===== src/hw/otm_pkg.sv =====
// Summary of operation
// - The mode field in bits 2:0 selects standby, manual read, manual program, auto read or auto program; codes 101 to 111 are reserved test modes.
// - Bit 8 selects normal (0) or fast (1) timing for every programming activity, including write recovery.
// - Bits 29:28 choose which of four zero-padded internal 32-bit source words drives the program input port.
// - In auto program mode with the source select at 0, data comes from the FIFO for the number of words in the word count.
// - With the source select at 1, exactly one word is programmed from the program input port; the DMA bit, word count and FIFO are ignored.
// - The alternative program source takes effect only in auto program mode.
// - Each macrocell read fetches 16 bits, once every cycle with bit 6 at 0 and once every two cycles with bit 6 at 1.
// - Writing 1 to the flush bit empties the FIFO and the bit then returns to 0 by itself.
// - The DMA bit applies only in auto read or auto program mode and selects whether DMA moves the data.
// - With the DMA bit at 1, the controller moves data from memory into the FIFO through the DMA feed by itself; nothing is moved back to memory.
// - A mode register write that comes through the serial interface forces the DMA bit to 0.
// - In auto program mode with the source select set, the DMA engine stays inactive whatever the DMA bit says.
package otm_pkg;

  // Register map (byte addresses)
  localparam logic [31:0] MODE_ADDR = 32'h4000_8000;
  localparam logic [31:0] FIFO_PORT_ADDR = 32'h4000_8010;
  localparam logic [31:0] WCOUNT_ADDR = 32'h4000_8014;
  localparam logic [31:0] STATUS_ADDR = 32'h4000_8018;

  // Mode register field positions
  localparam int MODE_LSB = 0;
  localparam int DMA_BIT = 4;
  localparam int FLUSH_BIT = 5;
  localparam int TWO_CYC_BIT = 6;
  localparam int SRC_SEL_BIT = 7;
  localparam int FAST_BIT = 8;
  localparam int MUX_LSB = 28;
  localparam int LEVEL_LSB = 16; // Status fill level field
  localparam logic [31:0] MODE_RESET = 32'h0000_0000;

  localparam int WCOUNT_W = 13;
  localparam int WORD_W = 32;
  localparam int FIFO_DEPTH = 16;

  typedef enum logic [2:0] {
    OTM_IDLE_STANDBY = 3'h0,
    OTM_MANUAL_READ = 3'h1,
    OTM_MANUAL_PROGRAM = 3'h2,
    OTM_AUTO_READ = 3'h3,
    OTM_AUTO_PROGRAM = 3'h4
  } otm_mode_t;

  typedef struct packed {
    logic [1:0] program_source_mux;
    logic fast_program_timing;
    logic program_source_select;
    logic two_cycle_read;
    logic dma_transfer_enable;
    logic [2:0] operating_mode_field;
  } otm_cfg_t;

  // Internal source words feeding the program port mux
  typedef struct packed {
    logic [15:0] reference_trim;
    logic [15:0] rssi_comp;
    logic [7:0] rfio_ctrl;
    logic [4:0] lna_ctrl3;
    logic [11:0] lna_ctrl2;
    logic [11:0] lna_ctrl1;
    logic [3:0] oscillator_trim;
  } otm_src_t;

endpackage : otm_pkg


===== src/hw/otm_mode_ctrl.sv =====
`timescale 1ns/10ps
`default_nettype none
module otm_mode_ctrl #(
  parameter int FIFO_DEPTH = otm_pkg::FIFO_DEPTH
) (
  // Clock and reset
  input wire logic clk_sys,
  input wire logic sys_rst,
  // Avalon-MM slave
  input wire logic [31:0] avs_address,
  input wire logic avs_read,
  input wire logic avs_write,
  input wire logic [31:0] avs_writedata,
  input wire logic [3:0] avs_byteenable,
  output logic [31:0] avs_readdata,
  output logic avs_waitrequest,
  // Write path origin: high when the serial interface made this write
  input wire logic avs_from_serial,
  // Internal source words for the program port
  input wire otm_pkg::otm_src_t src_words,
  // DMA feed into the FIFO
  input wire logic dma_in_valid,
  output logic dma_in_ready,
  input wire logic [31:0] dma_in_data,
  // Macrocell side: programming word stream
  output logic prog_valid,
  input wire logic prog_ready,
  output logic [31:0] prog_data,
  // Macrocell side: controls
  output otm_pkg::otm_cfg_t cfg,
  output logic fast_timing,
  output logic read_strobe,
  output logic dma_active,
  output logic [31:0] program_port,
  output logic busy
);
  // The status level field and the FIFO pointers need at least two entries
  if (FIFO_DEPTH < 2) begin : g_bad_depth
    $error("otm_mode_ctrl: FIFO_DEPTH too small");
  end

  localparam int LW = $clog2(FIFO_DEPTH) + 1;

  otm_pkg::otm_cfg_t cfg_q;
  logic flush_q;
  logic [otm_pkg::WCOUNT_W-1:0] wcount_q;
  logic [otm_pkg::WCOUNT_W-1:0] remain_q;
  logic single_done_q;
  logic ack_q;
  logic [31:0] rdata_q;
  logic [31:0] port_q;
  logic wr_mode;
  logic wr_fifo;
  logic wr_wc;
  logic is_auto_program;
  logic is_auto;
  logic use_port;
  logic fifo_in_valid;
  logic fifo_in_ready;
  logic [31:0] fifo_in_data;
  logic fifo_out_valid;
  logic fifo_out_ready;
  logic [31:0] fifo_out_data;
  logic [LW-1:0] fifo_level;
  logic [31:0] wmask;

  // One wait cycle per access, then acknowledge
  assign avs_waitrequest = (avs_read || avs_write) && !ack_q;
  always_ff @(posedge clk_sys) begin
    if (sys_rst) ack_q <= 1'b0;
    else ack_q <= (avs_read || avs_write) && !ack_q;
  end

  assign wmask = {{8{avs_byteenable[3]}}, {8{avs_byteenable[2]}},
                  {8{avs_byteenable[1]}}, {8{avs_byteenable[0]}}};
  assign wr_mode = avs_write && ack_q && (avs_address == otm_pkg::MODE_ADDR);
  assign wr_fifo = avs_write && ack_q && (avs_address == otm_pkg::FIFO_PORT_ADDR);
  assign wr_wc = avs_write && ack_q && (avs_address == otm_pkg::WCOUNT_ADDR);

  // Mode register; only defined fields are stored
  always_ff @(posedge clk_sys) begin
    if (sys_rst) begin
      cfg_q <= '0;
    end else if (wr_mode) begin
      if (avs_byteenable[0]) begin
        cfg_q.operating_mode_field <= avs_writedata[otm_pkg::MODE_LSB +: 3];
        cfg_q.dma_transfer_enable <= avs_writedata[otm_pkg::DMA_BIT] && !avs_from_serial;
        cfg_q.two_cycle_read <= avs_writedata[otm_pkg::TWO_CYC_BIT];
        cfg_q.program_source_select <= avs_writedata[otm_pkg::SRC_SEL_BIT];
      end
      if (avs_byteenable[1]) cfg_q.fast_program_timing <= avs_writedata[otm_pkg::FAST_BIT];
      if (avs_byteenable[3]) cfg_q.program_source_mux <= avs_writedata[otm_pkg::MUX_LSB +: 2];
    end
  end

  // Flush is a pulse: set by the write, cleared the next cycle
  always_ff @(posedge clk_sys) begin
    if (sys_rst) flush_q <= 1'b0;
    else flush_q <= wr_mode && avs_byteenable[0] && avs_writedata[otm_pkg::FLUSH_BIT];
  end

  // Word count setting
  always_ff @(posedge clk_sys) begin
    if (sys_rst) wcount_q <= '0;
    else if (wr_wc) wcount_q <= (avs_writedata[otm_pkg::WCOUNT_W-1:0] & wmask[otm_pkg::WCOUNT_W-1:0])
                              | (wcount_q & ~wmask[otm_pkg::WCOUNT_W-1:0]);
  end

  assign is_auto_program = (cfg_q.operating_mode_field == otm_pkg::OTM_AUTO_PROGRAM);
  assign is_auto = is_auto_program || (cfg_q.operating_mode_field == otm_pkg::OTM_AUTO_READ);
  assign use_port = is_auto_program && cfg_q.program_source_select;

  // Program port source mux, zero-padded per source
  always_comb begin
    unique case (cfg_q.program_source_mux)
      2'h0: port_q = {16'h0000, src_words.reference_trim};
      2'h1: port_q = {src_words.rssi_comp, 8'h00, src_words.rfio_ctrl};
      2'h2: port_q = {3'h0, src_words.lna_ctrl3, src_words.lna_ctrl2, src_words.lna_ctrl1};
      2'h3: port_q = {28'h0000000, src_words.oscillator_trim};
    endcase
  end

  // DMA runs only in auto modes and never with the port source
  assign dma_active = is_auto && cfg_q.dma_transfer_enable && !use_port;

  // FIFO fill: DMA or software port, never both
  assign fifo_in_valid = dma_active ? dma_in_valid : wr_fifo;
  assign fifo_in_data = dma_active ? dma_in_data : avs_writedata;
  assign dma_in_ready = dma_active && fifo_in_ready;

  otm_fifo #(
    .WIDTH(otm_pkg::WORD_W),
    .DEPTH(FIFO_DEPTH)
  ) u_otm_fifo (
    .clk_sys(clk_sys),
    .sys_rst(sys_rst),
    .flush(flush_q),
    .in_valid(fifo_in_valid),
    .in_ready(fifo_in_ready),
    .in_data(fifo_in_data),
    .out_valid(fifo_out_valid),
    .out_ready(fifo_out_ready),
    .out_data(fifo_out_data),
    .level(fifo_level)
  );

  // Remaining words to program; reloaded whenever auto program is entered
  always_ff @(posedge clk_sys) begin
    if (sys_rst) begin
      remain_q <= '0;
      single_done_q <= 1'b0;
    end else if (!is_auto_program) begin
      remain_q <= wcount_q;
      single_done_q <= 1'b0;
    end else if (prog_valid && prog_ready) begin
      if (use_port) single_done_q <= 1'b1;
      else remain_q <= remain_q - 1'b1;
    end
  end

  // Programming stream: single port word, or FIFO words up to the count
  always_comb begin
    if (use_port) begin
      prog_valid = !single_done_q;
      prog_data = port_q;
    end else begin
      prog_valid = is_auto_program && (remain_q != '0) && fifo_out_valid;
      prog_data = fifo_out_data;
    end
  end
  assign fifo_out_ready = !use_port && is_auto_program && (remain_q != '0) && prog_ready;

  // Read data mux; reserved bits return zero
  always_comb begin
    rdata_q = '0;
    unique case (avs_address)
      otm_pkg::MODE_ADDR: begin
        rdata_q[otm_pkg::MODE_LSB +: 3] = cfg_q.operating_mode_field;
        rdata_q[otm_pkg::DMA_BIT] = cfg_q.dma_transfer_enable;
        rdata_q[otm_pkg::TWO_CYC_BIT] = cfg_q.two_cycle_read;
        rdata_q[otm_pkg::SRC_SEL_BIT] = cfg_q.program_source_select;
        rdata_q[otm_pkg::FAST_BIT] = cfg_q.fast_program_timing;
        rdata_q[otm_pkg::MUX_LSB +: 2] = cfg_q.program_source_mux;
      end
      otm_pkg::WCOUNT_ADDR: rdata_q[otm_pkg::WCOUNT_W-1:0] = wcount_q;
      otm_pkg::STATUS_ADDR: begin
        rdata_q[otm_pkg::WCOUNT_W-1:0] = remain_q;
        rdata_q[otm_pkg::LEVEL_LSB +: LW] = fifo_level;
      end
      default: rdata_q = '0;
    endcase
  end

  // Registered read data, captured during the wait cycle
  always_ff @(posedge clk_sys) begin
    if (sys_rst) avs_readdata <= '0;
    else if (avs_read && !ack_q) avs_readdata <= rdata_q;
  end

  // Registered control outputs
  always_ff @(posedge clk_sys) begin
    if (sys_rst) begin
      cfg <= '0;
      fast_timing <= 1'b0;
      program_port <= '0;
      busy <= 1'b0;
    end else begin
      cfg <= cfg_q;
      fast_timing <= cfg_q.fast_program_timing;
      program_port <= port_q;
      busy <= cfg_q.operating_mode_field != otm_pkg::OTM_IDLE_STANDBY;
    end
  end

  otm_rate u_otm_rate (
    .clk_sys(clk_sys),
    .sys_rst(sys_rst),
    .active((cfg_q.operating_mode_field == otm_pkg::OTM_MANUAL_READ) ||
            (cfg_q.operating_mode_field == otm_pkg::OTM_AUTO_READ)),
    .two_cycle(cfg_q.two_cycle_read),
    .strobe(read_strobe)
  );
endmodule : otm_mode_ctrl
`default_nettype wire


===== src/hw/otm_fifo.sv =====
`timescale 1ns/10ps
`default_nettype none
module otm_fifo #(
  parameter int WIDTH = 32,
  parameter int DEPTH = 16
) (
  // Clock and reset
  input wire logic clk_sys,
  input wire logic sys_rst,
  input wire logic flush,
  // Fill side
  input wire logic in_valid,
  output logic in_ready,
  input wire logic [WIDTH-1:0] in_data,
  // Drain side
  output logic out_valid,
  input wire logic out_ready,
  output logic [WIDTH-1:0] out_data,
  // Fill level
  output logic [$clog2(DEPTH):0] level
);
  localparam int AW = $clog2(DEPTH);

  // Pointer wrap relies on a power-of-two depth
  if (DEPTH < 2 || (1 << AW) != DEPTH) begin : g_bad_depth
    $error("otm_fifo: DEPTH must be a power of two >= 2");
  end

  logic [WIDTH-1:0] mem_q [DEPTH];
  logic [AW:0] wr_q;
  logic [AW:0] rd_q;
  logic push;
  logic pop;

  // Full and empty from the extra pointer bit
  assign level = wr_q - rd_q;
  assign in_ready = (level != DEPTH[AW:0]) && !flush;
  assign out_valid = (wr_q != rd_q);
  assign out_data = mem_q[rd_q[AW-1:0]];
  assign push = in_valid && in_ready;
  assign pop = out_valid && out_ready && !flush;

  // Pointers; flush drops everything at once
  always_ff @(posedge clk_sys) begin
    if (sys_rst || flush) begin
      wr_q <= '0;
      rd_q <= '0;
    end else begin
      if (push) wr_q <= wr_q + 1'b1;
      if (pop) rd_q <= rd_q + 1'b1;
    end
  end

  // Storage needs no reset; empty words are never presented
  always_ff @(posedge clk_sys) begin
    if (push) mem_q[wr_q[AW-1:0]] <= in_data;
  end
endmodule : otm_fifo
`default_nettype wire


===== src/hw/otm_rate.sv =====
`timescale 1ns/10ps
`default_nettype none
module otm_rate (
  // Clock and reset
  input wire logic clk_sys,
  input wire logic sys_rst,
  // Control
  input wire logic active,
  input wire logic two_cycle,
  // One-cycle read strobe
  output logic strobe
);
  logic phase_q;

  // Alternating phase halves the read rate when asked
  always_ff @(posedge clk_sys) begin
    if (sys_rst || !active) phase_q <= 1'b0;
    else phase_q <= two_cycle ? !phase_q : 1'b0;
  end

  assign strobe = active && (!two_cycle || phase_q);
endmodule : otm_rate
`default_nettype wire


===== config.mk =====
export PLATFORM = sky130hd
export DESIGN_NAME = otm_mode_ctrl
export DESIGN_NICKNAME = d
export VERILOG_FILES = /design/src/hw/otm_pkg.sv /design/src/hw/otm_mode_ctrl.sv /design/src/hw/otm_fifo.sv /design/src/hw/otm_rate.sv
export SDC_FILE = /design/constraint.sdc
export NUM_CORES = 1
export LEC_CHECK = 0
export BUFFER_PORTS_ARGS = -buffer_cell sky130_fd_sc_hd__buf_2
export CAP_MARGIN = 10
export CORE_UTILIZATION = 50
export DETAILED_ROUTE_END_ITERATION = 10
export GPL_TIMING_DRIVEN = 0
export PLACE_DENSITY_LB_ADDON = 0.12
export SLEW_MARGIN = 20
export SYNTH_ARGS = -nofsm -noshare
export SYNTH_HDL_FRONTEND = slang
export SYNTH_SLANG_ARGS = --single-unit

===== constraint.sdc =====
create_clock -name clk_sys -period 4.5 [get_ports clk_sys]
set_clock_uncertainty 0.1 [all_clocks]
set_input_delay 0.225 -clock clk_sys [delete_from_list [all_inputs] [get_ports clk_sys]]
set_output_delay 0.225 -clock clk_sys [all_outputs]
set_load 0.05 [all_outputs]

==> flow_summary.toml <==
[synthesis]
ys_types = 67
synth_edf_count = 512
syn_area_sq_um = 25300
ys_warn_count = 0
synth-main-ff-cell = "edfxtp_1"
synthCells = 1494
async_flop_share = 0
ys_seq_area_frac = 0.700
avgSynthCellArea_sq_um = 16.9
synth-seq-cells = 627

[clocking]
cts.sinks = 627
cts.clk_slew.worst_paths_ns = 0.06
postCtsHoldBufs = 83
cts_resized = 0
cts_tree = "built"
h-tree-depth = 2
cts_buffer_depth = 3
insertion_delay_ns = 0.64
post_cts_buffers = 0
numCtsBuffers = 61
clockRootBuffer = "clkbuf_16"

[worst_setup_path]
r2r_setup_slack_ns = 0.55
cp-start-kind = "flop"
worst_setup_path_end_kind = "output pin"
cp.arrival_ns = 3.77
criticalPathCategory = "reg2out"
required_ns = 4.18
cp_max_fo = 10

[route]
drt-pass1-iter-count = 5
vias_per_cell = 5.92
num_vias = 15900
postRouteAntennaNets = 0
drt_wl_total_mm = 72.4
drtIter0Drc = 1821
drc_errors = 0
wl_per_cell_um = 26.9

[power_and_ir_drop]
netSwitchingPower_mw = 2.46
internal_power_mw = 9.32
p_leak_nw = 10.7
p_sw_frac = 0.209
power_frac_comb = 0.033
powerDensity_nw_per_um2 = 377
ir_drop_mv = 0.289
p_clk_frac = 0.434
pwr-share-seq = 0.533
p_total_mw = 11.8

[cells_and_area]
nets = 2157
diodes = 0
layout-drive-gt1-share = 0.324
multi_input_area_sq_um = 7270
ff_latch_area_sq_um = 17700
syn_to_final_growth_pct = 23.7
final_common_cell = "edfxtp_1"
finalInstanceArea_sq_um = 31300
layout_common_cells = "edfxtp_1, buf_2, nand2_1, mux4_2, dfxtp_1"
fillCellCount = 3670

[placement]
hpwl_mm = 49.0
gp_congestion = 0.937
portBuffers = 278
dpl_cell_area_sq_um = 28400

[timing]
grt_setup_unrepaired = "no"
slew_headroom = 0.228
setup_viol = 0
fmax_mhz = 244
hold_viol = 0
period_share = 0.911
tightest_slew_ns = 1.16
min_period_ns = 4.10
slew_violations = 0

[floorplanning]
die_x_um = 227
fp.dieArea_sq_um = 51400
initial_core_util = 0.506
fp.coreArea_sq_um = 50000
die_h_um = 227
rows = 82
ioPinCount = 292

[run_status]
status = "finished clean"

[grt]
antenna_found_initial = 0
gr-usage-all-layers = 0.287
grt_max_degree = 19
gr-total-overflow = 0
grt_first_pass_wirelength_mm = 104
grt_pass1_vias = 15800

[job]
drv_cap = 0

[hold_path]
hold_path.class = "in2reg"
-- layout make-up --
cell class | count | area share
sequential | 627 | 0.566
multi-input combinational | 769 | 0.233
timing repair buffer | 397 | 0.0951
clock buffer | 76 | 0.0522
tap | 672 | 0.0269
buffer | 96 | 0.0144
clock inverter | 38 | 0.0116
inverter | 13 | 0.00156
-- worst max-delay path: stages, from the launching register on --
cell and delay [ns]:
dfxtp_1 0.36, clkbuf_1 0.45, clkbuf_1 0.87, mux4_2 0.42, mux4_2 0.47, nand2_1 0.08
o21ai_1 0.17, buf_2 0.30
-- cell families after synthesis --
group           synth area share
compound gates            0.0328
xor+xnor                 0.00485
fa+ha+maj                0.00624
buf+inv                   0.0195
flops                      0.700
mux                        0.161
other cells             0.000148
simple gates              0.0759
-- worst paths after layout --
path / from / to / cells after the start
hold / removal: src_words[2] / program_port[2] / 3
hold reg to reg: avs_readdata[19] / avs_readdata[19] / 2
setup / recovery: flop / prog_data[31] / 7
setup reg to reg: u_otm_fifo.wr_q[0] / u_otm_fifo.mem_q[1][29] / 11
-- power by group through the flow --
stage               registers [mW]  logic (mW)  clock network [mW]
finish                        6.28       0.384                5.12
CTS                           6.28       0.378                5.18
floorplan                     6.44       0.126                   0
detailed placement            6.40       0.331                   0
global route                  6.28       0.411                5.39
global placement              6.40       0.322                   0
-- cells in the mapped netlist, types with 5 or more instances --
library cell,instances,area share
edfxtp_1,512,0.61
nand2_1,175,0.026
mux4_2,164,0.15
dfxtp_1,115,0.091
nor2_1,106,0.016
clkbuf_1,52,0.0077
a21oi_1,31,0.0061
mux2i_1,30,0.012
a22oi_1,23,0.0068
nor2b_1,21,0.0052
buf_2,18,0.0036
o21ai_0,17,0.0034
o21ai_1,15,0.0030
buf_4,14,0.0042
nand3_1,13,0.0026
inv_1,12,0.0018
a211oi_1,11,0.0033
buf_1,11,0.0016
ha_1,11,0.0054
nor3_1,10,0.0020
or3_1,9,0.0022
xnor2_1,9,0.0031
nand4_1,8,0.0020
nor4_1,8,0.0020
o31ai_1,8,0.0024
and3_1,6,0.0015
a22o_1,5,0.0017
and3b_1,5,0.0017
nand2b_1,5,0.0012
nor3_2,5,0.0020
xor2_1,5,0.0017
-- per-layer routing --
metal | vias to the layer above | global-route usage | routed length, um
met1 | 8153 | 0.392 | 29300
met4 | 0 | 0.113 | 2610
li1 | 6762 | - | -
met5 | - | 0 | 0
met3 | 148 | 0.0456 | 5830
met2 | 839 | 0.464 | 34700
-- registers in the layout, summed over array words and instances (netlist names), named ones only --
register	cells
fast_timing	1
cfg	8
busy	1
u_otm_fifo.mem_q	512
avs_readdata	20
single_done_q	1
u_otm_fifo.rd_q	5
u_otm_rate.phase_q	1
ack_q	1
flush_q	1
u_otm_fifo.wr_q	5
cfg_q	9
program_port	32
remain_q	13
-- metrics by stage --
step / util / cells / hold WS, ns / TNS, ns / setup WS [ns]
after global placement: 0.551 / 2455 / 0.317 / -935.75 / -1.96
after floorplan: - / 1505 / 0.204 / 0 / 0.573
after detailed placement: 0.569 / 2491 / 0.315 / 0 / 0.565
after CTS: 0.626 / 2688 / 0.0209 / 0 / 0.394
final: 0.626 / 2688 / 0.0512 / 0 / 0.402
after global routing: 0.626 / 2688 / 0.0725 / 0 / 0.314
Note: power is estimated with default switching activity, not from simulation.
